`src/verilog/rhs_consts.svh`:
```
// Purpose: constants of the reader host serial command port
// Assumes: included by the package, the port and the bench
// Notes: offsets are 6-bit register addresses
`ifndef RHS_CONSTS_SVH
`define RHS_CONSTS_SVH
`define RHS_OFS_IRQ_STATUS 6'h38
`define RHS_OFS_TX_LEN_FIRST 6'h3d
`define RHS_OFS_TX_LEN_SECOND 6'h3e
`define RHS_OFS_FIFO 6'h3f
`define RHS_OFS_CFG_BASE 6'h00
`define RHS_CFG_COUNT 8
`define RHS_IRQ_CMD_BIT 7
`define RHS_MODE_WRITE 2'h0
`define RHS_MODE_READ 2'h1
`define RHS_MODE_CMD 2'h2
`define RHS_CMD_IDLE 6'h00
`define RHS_CMD_DIRECT 6'h01
`define RHS_CMD_SOFT_INIT 6'h03
`define RHS_CMD_HOP_MAIN 6'h04
`define RHS_CMD_HOP_AUX 6'h05
`define RHS_CMD_ADC 6'h07
`define RHS_CMD_RXCAL 6'h08
`define RHS_CMD_RXCAL_DEC 6'h09
`define RHS_CMD_RXCAL_INC 6'h0a
`define RHS_CMD_TX_CRC 6'h10
`define RHS_CMD_TX_HDR 6'h11
`define RHS_CMD_TX_NOCRC 6'h12
`define RHS_CMD_BLOCK_RX 6'h16
`define RHS_CMD_ENABLE_RX 6'h17
`define RHS_CMD_QUERY 6'h18
`define RHS_CMD_QUERY_LAST 6'h1f
`define RHS_CMD_SUPPLY_AUTO 6'h22
`define RHS_CMD_VCO_AUTO 6'h24
`define RHS_CMD_LAST 6'h2b
`define RHS_LONG_CMD_NS 2000
`define RHS_LONG_CMD_CYC ((`RHS_LONG_CMD_NS + 9) / 10)
`define RHS_RX_WAIT_NS 1000
`define RHS_RX_WAIT_CYC ((`RHS_RX_WAIT_NS + 9) / 10)
`define RHS_CFG_RESET 8'h00
`endif

```
`src/verilog/rhs_pkg.sv`:
```
// Purpose: types of the reader host serial command port
// Assumes: rhs_consts.svh
// Notes: none
`include "rhs_consts.svh"
package rhs_pkg;
   typedef enum logic [3:0]
   {
      RHS_ST_MODE = 4'b0001,
      RHS_ST_ADDR = 4'b0010,
      RHS_ST_DATA = 4'b0100,
      RHS_ST_HOLD = 4'b1000
   } rhs_state_e;

   typedef struct packed
   {
      logic tx_start;
      logic tx_append_crc;
      logic rx_expect_header;
      logic query_start;
   } rhs_tx_ctrl_s;

   typedef struct packed
   {
      logic rx_blocked;
      logic synth_aux;
      logic adc_start;
      logic long_busy;
   } rhs_core_s;
endpackage : rhs_pkg

```
`src/verilog/rhs_sync_edge.sv`:
```
// Purpose: synchronise serial pins and find clock edges
// Assumes: pins are asynchronous to clk_sys
// Notes: first flop read only by second flop
`timescale 1ns/1ns
`default_nettype none
module rhs_sync_edge
(
   input wire logic clk_sys,
   input wire logic reset,
   input wire logic sclk_pin,
   input wire logic mosi_pin,
   input wire logic sel_n_pin,
   output logic sclk_rise,
   output logic sclk_fall,
   output logic mosi_s,
   output logic sel_n_s
);
   logic [2:0] meta;
   logic [2:0] stable;
   logic sclk_last;

   always_ff @(posedge clk_sys)
   begin
      if (reset)
      begin
         // Idle levels: select high, clock low, so no false edge after reset
         meta <= 3'h6;
         stable <= 3'h6;
         sclk_last <= 1'b0;
      end
      else
      begin
         meta <= {sel_n_pin, mosi_pin, sclk_pin};
         stable <= meta;
         sclk_last <= stable[0];
      end
   end

   assign sclk_rise = stable[0] & ~sclk_last;
   assign sclk_fall = ~stable[0] & sclk_last;
   assign mosi_s = stable[1];
   assign sel_n_s = stable[2];
endmodule : rhs_sync_edge
`default_nettype wire

```
`src/verilog/rhs_port.sv`:
```
// Purpose: host serial command port with register access and direct commands
// Assumes: sclk well below clk_sys/4, pins asynchronous
// Notes: serial pins pass two flops; outputs registered
// Overview of operation
// - Partial data byte at deselect is dropped
// - Writes to missing or read-only addresses ignored
// - Write frame: mode, address, data bytes
// - Input bit captured on serial clock fall
// - Read output changes on serial clock rise
// - Unimplemented read address returns all zeros
// - Mode one-zero is direct command, six-bit id
// - Query takes two FIFO parameter bytes
// - Command starts at last falling edge
// - Finished command sets done flag and interrupt
// - Four codes run long, others immediate
// - Soft init resets config, aborts functions
// - Hop commands select main or auxiliary set
// - Transmit starts on first FIFO byte, CRC
// - Header-bit variant and no-CRC variant
// - Block rx disables decoder and framer
// - Rx resumes after transmit wait or enable
// - ADC trigger starts eight-bit conversion
// - Top two bits select write, read, command
// - All bytes travel most significant bit first
// - Output driven only while shifting read data
// - Address increments after each data byte, except at the FIFO address, which holds
`timescale 1ns/1ns
`default_nettype none
`include "rhs_consts.svh"
module rhs_port
   import rhs_pkg::*;
(
   input wire logic clk_sys,
   input wire logic reset,
   input wire logic sclk,
   input wire logic mosi,
   input wire logic sel_n,
   input wire logic irq_status_clear,
   input wire logic tx_done,
   output logic miso_out,
   output logic miso_oe,
   output logic irq,
   output logic [7:0] irq_status_main,
   output rhs_tx_ctrl_s tx_ctrl,
   output rhs_core_s core,
   output logic [7:0] fifo_wdata,
   output logic fifo_wvalid,
   output logic [15:0] tx_length
);
   ////////////////////////////////////////////////////////////////////////////
   // Pin synchronisation
   logic sclk_rise;
   logic sclk_fall;
   logic mosi_s;
   logic sel_n_s;

   rhs_sync_edge u_sync
   (
      .clk_sys(clk_sys),
      .reset(reset),
      .sclk_pin(sclk),
      .mosi_pin(mosi),
      .sel_n_pin(sel_n),
      .sclk_rise(sclk_rise),
      .sclk_fall(sclk_fall),
      .mosi_s(mosi_s),
      .sel_n_s(sel_n_s)
   );

   ////////////////////////////////////////////////////////////////////////////
   // Frame state
   rhs_state_e state;
   logic [2:0] bit_cnt;
   logic [7:0] shift_in;
   logic [7:0] shift_out;
   logic [1:0] op_select;
   logic [5:0] register_address_bits;
   logic [7:0] cfg [`RHS_CFG_COUNT];
   logic [7:0] tx_length_first;
   logic [7:0] tx_length_second;
   logic [7:0] fifo_last;
   logic tx_armed;
   logic [7:0] irq_stat;
   logic [15:0] long_cnt;
   logic [15:0] wait_cnt;
   logic rx_wait;

   function automatic logic is_cfg(input logic [5:0] a);
      is_cfg = a < 6'(`RHS_CFG_COUNT);
   endfunction : is_cfg

   function automatic logic is_known_cmd(input logic [5:0] c);
      unique case (c)
         `RHS_CMD_IDLE, `RHS_CMD_DIRECT, `RHS_CMD_SOFT_INIT, `RHS_CMD_HOP_MAIN,
         `RHS_CMD_HOP_AUX, `RHS_CMD_ADC, `RHS_CMD_RXCAL, `RHS_CMD_RXCAL_DEC,
         `RHS_CMD_RXCAL_INC, `RHS_CMD_TX_CRC, `RHS_CMD_TX_HDR, `RHS_CMD_TX_NOCRC,
         `RHS_CMD_BLOCK_RX, `RHS_CMD_ENABLE_RX, 6'h18, 6'h19, 6'h1a, 6'h1b,
         6'h1c, 6'h1d, 6'h1f, `RHS_CMD_SUPPLY_AUTO, 6'h23, `RHS_CMD_VCO_AUTO,
         6'h25, 6'h26, 6'h27, 6'h28, 6'h29, 6'h2a, `RHS_CMD_LAST:
            is_known_cmd = 1'b1;
         default:
            is_known_cmd = 1'b0;
      endcase
   endfunction : is_known_cmd

   function automatic logic is_long_cmd(input logic [5:0] c);
      is_long_cmd = (c == `RHS_CMD_ADC) || (c == `RHS_CMD_RXCAL) ||
         (c == `RHS_CMD_SUPPLY_AUTO) || (c == `RHS_CMD_VCO_AUTO);
   endfunction : is_long_cmd

   // The FIFO port keeps its address so a burst can stream payload into it
   function automatic logic [5:0] next_addr(input logic [5:0] a);
      next_addr = (a == `RHS_OFS_FIFO) ? a : a + 6'h01;
   endfunction : next_addr

   // Byte complete on the eighth falling edge
   wire [7:0] next_byte = {shift_in[6:0], mosi_s};
   wire byte_done = sclk_fall && !sel_n_s && (bit_cnt == 3'h7);
   wire first_byte = byte_done && (state == RHS_ST_MODE);
   wire [1:0] new_op = next_byte[7:6];
   wire [5:0] new_id = next_byte[5:0];
   wire cmd_fire = first_byte && (new_op == `RHS_MODE_CMD);
   wire cmd_known = cmd_fire && is_known_cmd(new_id);
   wire cmd_long = cmd_known && is_long_cmd(new_id);
   wire cmd_quick = cmd_known && !cmd_long;
   wire soft_init = cmd_known && (new_id == `RHS_CMD_SOFT_INIT);
   wire is_tx_cmd = (new_id == `RHS_CMD_TX_CRC) || (new_id == `RHS_CMD_TX_HDR) ||
      (new_id == `RHS_CMD_TX_NOCRC);
   wire is_query = (new_id >= `RHS_CMD_QUERY) && (new_id <= `RHS_CMD_QUERY_LAST);
   wire long_done = core.long_busy && (long_cnt == 16'h0001);
   wire data_byte = byte_done && (state == RHS_ST_DATA);
   wire wr_byte = data_byte && (op_select == `RHS_MODE_WRITE);
   wire wr_cfg = wr_byte && is_cfg(register_address_bits);
   wire wr_len1 = wr_byte && (register_address_bits == `RHS_OFS_TX_LEN_FIRST);
   wire wr_len2 = wr_byte && (register_address_bits == `RHS_OFS_TX_LEN_SECOND);
   wire wr_fifo = wr_byte && (register_address_bits == `RHS_OFS_FIFO);
   wire reading = (op_select == `RHS_MODE_READ) && (state == RHS_ST_DATA);

   // Read mux; anything not mapped reads as zero
   function automatic logic [7:0] rd_value(input logic [5:0] a);
      if (is_cfg(a))
         rd_value = cfg[a[2:0]];
      else if (a == `RHS_OFS_IRQ_STATUS)
         rd_value = irq_stat;
      else if (a == `RHS_OFS_TX_LEN_FIRST)
         rd_value = tx_length_first;
      else if (a == `RHS_OFS_TX_LEN_SECOND)
         rd_value = tx_length_second;
      else if (a == `RHS_OFS_FIFO)
         rd_value = fifo_last;
      else
         rd_value = 8'h00;
   endfunction : rd_value

   ////////////////////////////////////////////////////////////////////////////
   // Serial framing
   always_ff @(posedge clk_sys)
   begin
      if (reset || sel_n_s)
      begin
         state <= RHS_ST_MODE;
         bit_cnt <= 3'h0;
         shift_in <= 8'h00;
         op_select <= 2'h0;
      end
      else if (sclk_fall)
      begin
         shift_in <= next_byte;
         bit_cnt <= bit_cnt + 3'h1;
         if (first_byte)
         begin
            op_select <= new_op;
            // All direct commands, long ones too, may be chained with another access
            state <= (new_op == `RHS_MODE_CMD) ? RHS_ST_MODE :
               (new_op == 2'h3) ? RHS_ST_HOLD : RHS_ST_DATA;
         end
      end
   end

   // Address is taken from the first byte, then advances per data byte except at the FIFO
   always_ff @(posedge clk_sys)
   begin
      if (reset)
         register_address_bits <= 6'h00;
      else if (first_byte)
         register_address_bits <= new_id;
      else if (data_byte)
         register_address_bits <= next_addr(register_address_bits);
   end

   ////////////////////////////////////////////////////////////////////////////
   // Read shifter: load before the first rise of each data byte
   always_ff @(posedge clk_sys)
   begin
      if (reset || sel_n_s)
      begin
         shift_out <= 8'h00;
         miso_out <= 1'b0;
         miso_oe <= 1'b0;
      end
      else if (first_byte && new_op == `RHS_MODE_READ)
      begin
         shift_out <= rd_value(new_id);
         miso_oe <= 1'b1;
      end
      else if (reading && sclk_rise)
      begin
         miso_out <= shift_out[7];
         shift_out <= {shift_out[6:0], 1'b0};
      end
      else if (reading && data_byte)
         shift_out <= rd_value(next_addr(register_address_bits));
   end

   ////////////////////////////////////////////////////////////////////////////
   // Register file
   always_ff @(posedge clk_sys)
   begin
      if (reset || soft_init)
      begin
         for (int i = 0; i < `RHS_CFG_COUNT; i++)
            cfg[i] <= `RHS_CFG_RESET;
         tx_length_first <= 8'h00;
         tx_length_second <= 8'h00;
      end
      else
      begin
         if (wr_cfg)
            cfg[register_address_bits[2:0]] <= next_byte;
         if (wr_len1)
            tx_length_first <= next_byte;
         if (wr_len2)
            tx_length_second <= next_byte;
         // Status and unmapped writes are dropped here
      end
   end

   always_ff @(posedge clk_sys)
   begin
      if (reset)
      begin
         fifo_last <= 8'h00;
         fifo_wdata <= 8'h00;
         fifo_wvalid <= 1'b0;
      end
      else
      begin
         fifo_wvalid <= wr_fifo;
         if (wr_fifo)
         begin
            fifo_last <= next_byte;
            fifo_wdata <= next_byte;
         end
      end
   end

   ////////////////////////////////////////////////////////////////////////////
   // Direct command actions
   always_ff @(posedge clk_sys)
   begin
      if (reset || soft_init)
      begin
         tx_armed <= 1'b0;
         tx_ctrl <= '0;
         core <= '0;
         long_cnt <= 16'h0000;
         rx_wait <= 1'b0;
         wait_cnt <= 16'h0000;
      end
      else
      begin
         tx_ctrl.tx_start <= 1'b0;
         tx_ctrl.query_start <= 1'b0;
         core.adc_start <= 1'b0;
         if (cmd_known && is_tx_cmd)
         begin
            tx_armed <= 1'b1;
            tx_ctrl.tx_append_crc <= (new_id != `RHS_CMD_TX_NOCRC);
            tx_ctrl.rx_expect_header <= (new_id == `RHS_CMD_TX_HDR);
         end
         else if (tx_armed && wr_fifo)
         begin
            tx_armed <= 1'b0;
            tx_ctrl.tx_start <= 1'b1;
         end
         if (cmd_known && is_query)
            tx_ctrl.query_start <= 1'b1;
         if (cmd_known && new_id == `RHS_CMD_HOP_MAIN)
            core.synth_aux <= 1'b0;
         if (cmd_known && new_id == `RHS_CMD_HOP_AUX)
            core.synth_aux <= 1'b1;
         if (cmd_known && new_id == `RHS_CMD_ADC)
            core.adc_start <= 1'b1;
         if (cmd_long)
         begin
            core.long_busy <= 1'b1;
            long_cnt <= 16'(`RHS_LONG_CMD_CYC);
         end
         else if (long_done)
            core.long_busy <= 1'b0;
         else if (core.long_busy)
            long_cnt <= long_cnt - 16'h0001;
         // Rx block and recovery
         if (cmd_known && new_id == `RHS_CMD_BLOCK_RX)
            core.rx_blocked <= 1'b1;
         else if (cmd_known && new_id == `RHS_CMD_ENABLE_RX)
         begin
            core.rx_blocked <= 1'b0;
            rx_wait <= 1'b0;
         end
         else if (tx_done)
         begin
            rx_wait <= 1'b1;
            wait_cnt <= 16'(`RHS_RX_WAIT_CYC);
         end
         else if (rx_wait && wait_cnt == 16'h0001)
         begin
            rx_wait <= 1'b0;
            core.rx_blocked <= 1'b0;
         end
         else if (rx_wait)
            wait_cnt <= wait_cnt - 16'h0001;
      end
   end

   ////////////////////////////////////////////////////////////////////////////
   // Command-done flag: set wins over clear
   wire cmd_finished = cmd_quick || long_done;
   always_ff @(posedge clk_sys)
   begin
      if (reset)
      begin
         irq_stat <= 8'h00;
         irq <= 1'b0;
      end
      else
      begin
         if (cmd_finished)
            irq_stat[`RHS_IRQ_CMD_BIT] <= 1'b1;
         else if (irq_status_clear)
            irq_stat[`RHS_IRQ_CMD_BIT] <= 1'b0;
         irq <= cmd_finished || (irq_stat[`RHS_IRQ_CMD_BIT] && !irq_status_clear);
      end
   end

   always_ff @(posedge clk_sys)
   begin
      if (reset)
      begin
         irq_status_main <= 8'h00;
         tx_length <= 16'h0000;
      end
      else
      begin
         irq_status_main <= irq_stat;
         tx_length <= {tx_length_first, tx_length_second};
      end
   end

   ////////////////////////////////////////////////////////////////////////////
   // Checks
   partial_write_a: assert property (@(posedge clk_sys) disable iff (reset)
      (sel_n_s && state == RHS_ST_DATA) |=> $stable(tx_length_first) && $stable(cfg[0]))
      else $error("partial write changed a register");
   ro_write_a: assert property (@(posedge clk_sys) disable iff (reset)
      (wr_byte && register_address_bits == `RHS_OFS_IRQ_STATUS && !cmd_finished
      && !irq_status_clear) |=> $stable(irq_stat))
      else $error("write to status stored data");
   sample_fall_a: assert property (@(posedge clk_sys) disable iff (reset || sel_n_s)
      !sclk_fall |=> $stable(bit_cnt))
      else $error("bit counted without falling edge");
   shift_rise_a: assert property (@(posedge clk_sys) disable iff (reset)
      $changed(miso_out) && !$past(sel_n_s) |-> $past(sclk_rise))
      else $error("read bit changed off a rising edge");
   zero_read_a: assert property (@(posedge clk_sys) disable iff (reset)
      (first_byte && new_op == `RHS_MODE_READ && !is_cfg(new_id) &&
      new_id < `RHS_OFS_IRQ_STATUS) |=> shift_out == 8'h00)
      else $error("unmapped read not zero");
   cmd_done_a: assert property (@(posedge clk_sys) disable iff (reset)
      cmd_quick |=> irq && irq_stat[`RHS_IRQ_CMD_BIT])
      else $error("command done not flagged");
   long_cmd_a: assert property (@(posedge clk_sys) disable iff (reset || soft_init)
      cmd_long |=> core.long_busy ##0 !irq_stat[`RHS_IRQ_CMD_BIT] || $past(irq_stat[7]))
      else $error("long command finished at once");
   hop_aux_a: assert property (@(posedge clk_sys) disable iff (reset)
      (cmd_known && new_id == `RHS_CMD_HOP_AUX) |=> core.synth_aux)
      else $error("hop to auxiliary ignored");
   block_rx_a: assert property (@(posedge clk_sys) disable iff (reset)
      (cmd_known && new_id == `RHS_CMD_BLOCK_RX) |=> core.rx_blocked)
      else $error("block rx ignored");
   miso_idle_a: assert property (@(posedge clk_sys) disable iff (reset)
      sel_n_s |=> !miso_oe)
      else $error("output driven while deselected");
   addr_inc_a: assert property (@(posedge clk_sys) disable iff (reset)
      (data_byte && register_address_bits != `RHS_OFS_FIFO) |=>
      register_address_bits == $past(register_address_bits) + 6'h01)
      else $error("address did not advance");
   fifo_hold_a: assert property (@(posedge clk_sys) disable iff (reset)
      (data_byte && register_address_bits == `RHS_OFS_FIFO) |=>
      register_address_bits == `RHS_OFS_FIFO)
      else $error("fifo address moved");
   unknown_cmd_a: assert property (@(posedge clk_sys) disable iff (reset)
      (cmd_fire && !cmd_known && !long_done) |=> !$rose(irq_stat[`RHS_IRQ_CMD_BIT]))
      else $error("unknown command flagged done");

   write_cov_c: cover property (@(posedge clk_sys) wr_len1 ##[1:200] wr_len2);
   read_cov_c: cover property (@(posedge clk_sys) reading && data_byte);
   tx_cov_c: cover property (@(posedge clk_sys) tx_ctrl.tx_start);
   long_cov_c: cover property (@(posedge clk_sys) long_done);
endmodule : rhs_port
`default_nettype wire

```
`config.mk`:
```
export PLATFORM = sky130hd
export DESIGN_NAME = rhs_port
export DESIGN_NICKNAME = d
export VERILOG_FILES = /design/src/verilog/rhs_pkg.sv /design/src/verilog/rhs_sync_edge.sv /design/src/verilog/rhs_port.sv
export VERILOG_INCLUDE_DIRS = /design/src /design/src/verilog
export SDC_FILE = /design/constraint.sdc
export NUM_CORES = 1
export LEC_CHECK = 0
export BUFFER_PORTS_ARGS = -buffer_cell sky130_fd_sc_hd__clkbuf_2
export CORE_MARGIN = 2
export CORE_UTILIZATION = 36
export DETAILED_ROUTE_END_ITERATION = 16
export PLACE_DENSITY_LB_ADDON = 0.08
export REMOVE_ABC_BUFFERS = 1
export SYNTH_ARGS = -nofsm -noshare
export SYNTH_HDL_FRONTEND = slang
export SYNTH_SLANG_ARGS = --single-unit
```
`constraint.sdc`:
```
create_clock -name clk_sys -period 3.5 [get_ports clk_sys]
set_clock_uncertainty 0.15 [all_clocks]
set_input_delay 0.525 -clock clk_sys [delete_from_list [all_inputs] [get_ports clk_sys]]
set_output_delay 0.525 -clock clk_sys [all_outputs]
set_load 0.05 [all_outputs]
```
After elaboration in Yosys (flattened, before gate mapping)
Memory sizes are Yosys's and may differ from the RTL's.
Index checks and enable logic that the tools add are counted.
{ "word_totals": {"mem_count": 2, "in_bits": 7, "elab_cells": 199, "ff_bits": 125, "latch_bits": 0, "rom_bits": 64, "ram_bits": 64} }
{ "memory_table": {"columns": ["name", "words", "word_bits", "rd", "rd_ports_with_merged_regs", "write_ports", "line_no", "rtl"], "rows": [
  ["(no name shown)", 64, 1, 1, 0, 0, "rhs_port.sv:93", "unique case (c)"],
  ["cfg", 8, 8, 2, 0, 8, "rhs_port.sv:78", "logic [7:0] cfg [`RHS_CFG_COUNT];"]
]} }
{ "classes": {"mul": 0, "n_div": 0, "eq_ne": 36, "reduce_logical": 63, "bitwise": 8, "add_sub_neg": 4, "order_cmp": 5, "n_mux": 49, "n_shift": 0} }
{ "ops": {"columns": ["cell", "count"], "rows": [
  ["2-to-1 mux 8 bit", 17],
  ["== test 6 bit (second input constant)", 13],
  ["2-to-1 mux 16 bit", 3],
  ["== test 16 x 1 -> 1 bit (second input constant)", 2],
  ["subtractor 16 x 1 -> 16 bit (second input constant)", 2],
  ["== test 6 x 5 -> 1 bit (second input constant)", 5],
  ["logical AND 1 bit", 30],
  ["2-to-1 mux 1 bit", 23],
  ["== test 6 x 3 -> 1 bit (second input constant)", 3],
  ["less-than comparator 6 x 4 -> 1 bit (second input constant)", 3],
  ["2-to-1 mux 6 bit", 3],
  ["nonzero test 2 bit", 7],
  ["AND reduction 2 bit", 6],
  ["logical OR 1 bit", 9],
  ["nonzero test 3 bit", 3],
  ["2-to-1 mux 4 bit", 2],
  ["OR reduction 8 bit", 1],
  ["adder 6 x 1 -> 6 bit (second input constant)", 1],
  ["== test 6 x 2 -> 1 bit (second input constant)", 1],
  ["== test 6 x 4 -> 1 bit (second input constant)", 1],
  [">= comparator 6 x 5 -> 1 bit (second input constant)", 1],
  ["less-or-equal comparator 6 x 5 -> 1 bit (second input constant)", 1],
  ["!= test 6 x 5 -> 1 bit (second input constant)", 1],
  ["inverter 1 bit", 6],
  ["other kinds (14)", 21]
]} }

Depth between registers and ports, before layout
{ "logic_depth": {"word_depth": 13, "ltp_mapped": 10, "ltp_nobuf": 8} }

Hierarchy
Synthesis repeated with hierarchy kept, for this count alone.
{ "hier_totals": {"cells_unflattened": 1034, "area_unflattened_um2": 9542.9} }
{ "modules_own_cells": {"columns": ["module", "area_each_um2", "instances", "cells_per_inst"], "rows": [
  ["rhs_port", 9346.5, 1, 1018],
  ["rhs_sync_edge", 196.4, 1, 16]
]} }

Worst setup path before layout
Ideal clock, no wire load.
{ "synth_timing": {"kind": "register to register", "startpoint": "register bit_cnt[0]", "endpoint": "memory cfg[6][0] (enable)", "path_stages_with_launch": 8, "arrival_time_ns": 2.212, "slack_ns": 0.754, "synth_period_minus_slack_ns": 2.746, "n_path_buf": 0, "path_cell_list": "dfxtp_1 -> ha_1 -> ha_1 -> and4bb_1 -> nand4_1 -> a211oi_2 -> nand2_1 -> o21ai_0"} }
{ "synth_lines": {"columns": ["element", "line_no", "rtl"], "rows": [
  ["start, declared", "rhs_port.sv:73", "logic [2:0] bit_cnt;"],
  ["start signal, assigned", "rhs_port.sv:169", "bit_cnt <= bit_cnt + 3'h1;"],
  ["end, declared", "rhs_port.sv:78", null]
]} }

==> metrics.json <==
{
  "floorplan": {
    "design.die.area_mm2": 0.0287,
    "initial_core_util_pct": 36.6,
    "core_area_mm2": 0.0270,
    "chipHeight_um": 170,
    "die-width_um": 170,
    "core.rowCount": 60,
    "io_pins": 51
  },
  "routing": {
    "route.antenna.remaining_nets": 0,
    "route.detailed.drc": 0,
    "initialDrtViolationCount": 636,
    "post_drt_via_cell_ratio": 5.63,
    "finalWirelength_mm": 28.9,
    "drt_pass1_iterations": 5,
    "post_drt_wl_per_cell_um": 20.2,
    "route.vias.total": 8054
  },
  "cts": {
    "clock_tree.htree_level_count": 4,
    "clkSlewWorstSetupHoldPaths_ns": 0.07,
    "cts_tree": "built",
    "clock_tree.buffer_depth": 2,
    "postCtsSetupRepairBufs": 0,
    "clock-sinks": 188,
    "cts-buffers-inserted": 17,
    "clock_insertion_delay_worst_skew_ns": 0.45,
    "clk_root_buffer_cell": "sky130_fd_sc_hd__clkbuf_16"
  },
  "timing": {
    "maxClockFrequency_ghz": 0.317,
    "finalWorstSetupSlack_ns": 0.342,
    "worst_slew_margin_rel_pct": 10.7,
    "worst_pin_slew_ns": 1.33,
    "timing_max_transition_violations_final": 0,
    "share_of_the_cycle_needed_by_the_critical_path_after_routing_pct": 90.2,
    "hold_viol_final": 0,
    "period_needed_ns": 3.16,
    "total_of_endpoints_with_negative_setup_slack_in_the_final_report": 0,
    "grt_setup_unrepaired": "false"
  },
  "setup_path": {
    "startpoint": "bit_cnt[0]",
    "crit_path_start_kind": "flip-flop",
    "path_cells": "ha_1 -> ha_1 -> and4bb_1 -> nand4_1 -> a211oi_2 -> nand2_1 -> nor3b_2 -> nand2b_2",
    "crit_path_frequent_cell": "sky130_fd_sc_hd__ha_1",
    "critPathKind": "reg -> reg",
    "worst_ep_arrival_time_ns": 3.13,
    "critPathSlowestCell": "sky130_fd_sc_hd__nor3b_2",
    "end_kind": "flip-flop",
    "critPathMaxStageDelay_ns": 0.52,
    "critPathBufInv": 0,
    "crit_fanout": 9,
    "critical_path.top_delay_family": "simple AND/OR/NAND/NOR gates",
    "critical_path.reg2reg.startpoint": "bit_cnt[0]",
    "crit_required_ns": 3.47
  },
  "yosys": {
    "synth-simple-area-share_pct": 25.0,
    "synth-compound-area-share_pct": 14.9,
    "synth_common_cells": "sky130_fd_sc_hd__dfxtp_1 (124), sky130_fd_sc_hd__nor2_1 (108), sky130_fd_sc_hd__nand2_1 (88)",
    "synth_largest_type_area_fraction_pct": 25.2,
    "leading_cell_type_by_number_of_instances_after_synthesis": "sky130_fd_sc_hd__dfxtp_1",
    "ys.flop_type": "sky130_fd_sc_hd__dfxtp_1",
    "synthAdderAreaFrac_pct": 1.27,
    "synth_top_area_cells": "sky130_fd_sc_hd__dfxtp_1 (25%), sky130_fd_sc_hd__edfxtp_1 (19%), sky130_fd_sc_hd__and2_1 (4.3%), sky130_fd_sc_hd__nor2_1 (4.1%), sky130_fd_sc_hd__mux2i_1 (3.8%)",
    "synth_cells": 1049,
    "synthMuxAreaShare_pct": 7.52,
    "main_combinational_cell_family_by_area_after_synthesis": "simple AND/OR/NAND/NOR gates",
    "yosys_warnings": 0,
    "asyncSetResetFlopFracSynth_pct": 0,
    "synth_seq_area_share_pct": 44.6,
    "synth_cell_type_count": 77,
    "postSynthRegisterBits": 188,
    "biggest_area_consumer_among_synthesized_cells": "sky130_fd_sc_hd__dfxtp_1",
    "synth-xor-area-share_pct": 2.31,
    "syn-cell-area_mm2": 0.00987,
    "number_of_enable_flip_flop_cells_after_synthesis": 64,
    "postSynthAreaPerCell_um2": 9.41
  },
  "placed_design": {
    "placement.io_buffers": 43,
    "dpl.cell_count": 1398,
    "final_weighted_congestion_of_routability_driven_global_placement": 0.861,
    "hpwlAfterDp_mm": 20.3,
    "dp_worst_setup_slack_ns": 0.219
  },
  "global_route": {
    "grt_max_degree": 36,
    "number_of_antenna_violations_at_the_first_check_in_global_routing": 0,
    "grt_pass1_wl_mm": 45.1,
    "first_global_vias": 7460,
    "grt_usage_pct": 20.6,
    "globalRoute.totalOverflow": 0
  },
  "layout": {
    "finalNetCount": 1093,
    "area_growth_pct": 12.1,
    "drive_gt1_share_pct": 15.2,
    "antenna_cells": 0,
    "fraction_of_the_core_area_covered_by_cells_at_the_end_of_the_flow_pct": 41.1,
    "fin_cells": 1430
  },
  "hold_path": {
    "min_path_type": "in -> reg",
    "min-delay-start": "sel_n"
  },
  "pwr": {
    "maximum_ir_drop_on_the_vdd_rail_v": 0.000210,
    "totalPowerFinal_mw": 4.55,
    "leakage_power_nw": 4.00,
    "power_density_mw_per_mm2": 411
  },
  "status": {
    "outcome": "finished clean"
  },
  "job": {
    "cap_violations": 0
  }
}
-- repair_timing --
action                     in CTS  in global routing
hold buffers                    0                  0
setup endpoints to repair       0                  8
gates resized for setup         0                  1
-- cells by family (layout without fill, tap and decap cells) --
logic type | count (synthesis) | count (layout)
adders and majority gates | 10 | 10
and+or+nand+nor | 456 | 456
other | 1 | 7
muxes | 54 | 54
AOI/OAI and AO/OA | 213 | 213
buffers and inverters | 101 | 135
xor gates and xnor gates | 26 | 26
DFF | 188 | 188
-- state kept, by name, summed over array words and instances, names as in the netlist, 4 cells and up --
register	flops
tx_length_first	8
wait_cnt	16
fifo_last	8
shift_out	8
register_address_bits	6
tx_ctrl	4
core	4
tx_length	16
long_cnt	16
cfg	64
tx_length_second	8
shift_in	7
-- per-layer routing --
| metal | up-vias | routed length, um | GRT usage, % |
|---|---|---|---|
| met4 | 0 | 343 | 5.17 |
| met2 | 246 | 13400 | 32.7 |
| li1 | 3889 | - | - |
| met1 | 3892 | 13900 | 29.7 |
| met3 | 27 | 1260 | 2.82 |
| met5 | - | 0 | 0 |
-- cells in the final DEF, fill, tap and decap left out, types with 37 or more instances in the layout --
| master | n |
|---|---|
| sky130_fd_sc_hd__nor2_1 | 107 |
| sky130_fd_sc_hd__and2_1 | 68 |
| sky130_fd_sc_hd__clkbuf_2 | 43 |
| sky130_fd_sc_hd__a21oi_1 | 50 |
| sky130_fd_sc_hd__nor3_1 | 39 |
| sky130_fd_sc_hd__nand2_1 | 88 |
| sky130_fd_sc_hd__mux2i_1 | 37 |
| sky130_fd_sc_hd__dfxtp_1 | 122 |
| sky130_fd_sc_hd__buf_4 | 39 |
| sky130_fd_sc_hd__edfxtp_1 | 64 |
-- worst paths after layout --
kind	to	slack [ns]	cells after the start
max	cfg[4][1]	0.34	8
min	u_sync.meta[2]	0.12	2
max reg2reg	cfg[4][1]	0.34	8
min reg2reg	u_sync.stable[1]	0.27	1
-- worst register-to-register path, stage by stage (launching register included) --
cell and delay, ns:
sky130_fd_sc_hd__dfxtp_1 0.35, sky130_fd_sc_hd__ha_1 0.15, sky130_fd_sc_hd__ha_1 0.15, sky130_fd_sc_hd__and4bb_1 0.34, sky130_fd_sc_hd__nand4_1 0.25, sky130_fd_sc_hd__a211oi_2 0.36, sky130_fd_sc_hd__nand2_1 0.20, sky130_fd_sc_hd__nor3b_2 0.52
sky130_fd_sc_hd__nand2b_2 0.37
-- through the flow --
step | setup TNS [ns] | instance area, um2 | hold slack, ns
6_report | 0 | 11100 | 0.116
5_1_grt | 0 | 11100 | 0.120
4_1_cts | 0 | 11100 | 0.104
3_5_place_dp | 0 | 10500 | 0.247
3_3_place_gp | 0 | 10500 | 0.247
2_1_floorplan | -7.48 | 9540 | 0.239
-- layout make-up --
cell class	count	area, um2
Fill cell	2626	15900
Sequential cell	188	4410
Timing Repair Buffer	82	508
Inverter	21	78.8
Multi-Input combinational cell	766	5060
Clock buffer	18	439
Tap cell	341	427
Clock inverter	14	146
-- where the power goes --
part           total, mW  switching (mW)  internal (mW)  leakage, nW
clock               1.94           0.970          0.974        0.287
sequential          2.36          0.0552           2.30         1.62
combinational      0.241           0.146         0.0955         2.10
Note: power is estimated with default switching activity, not from simulation.
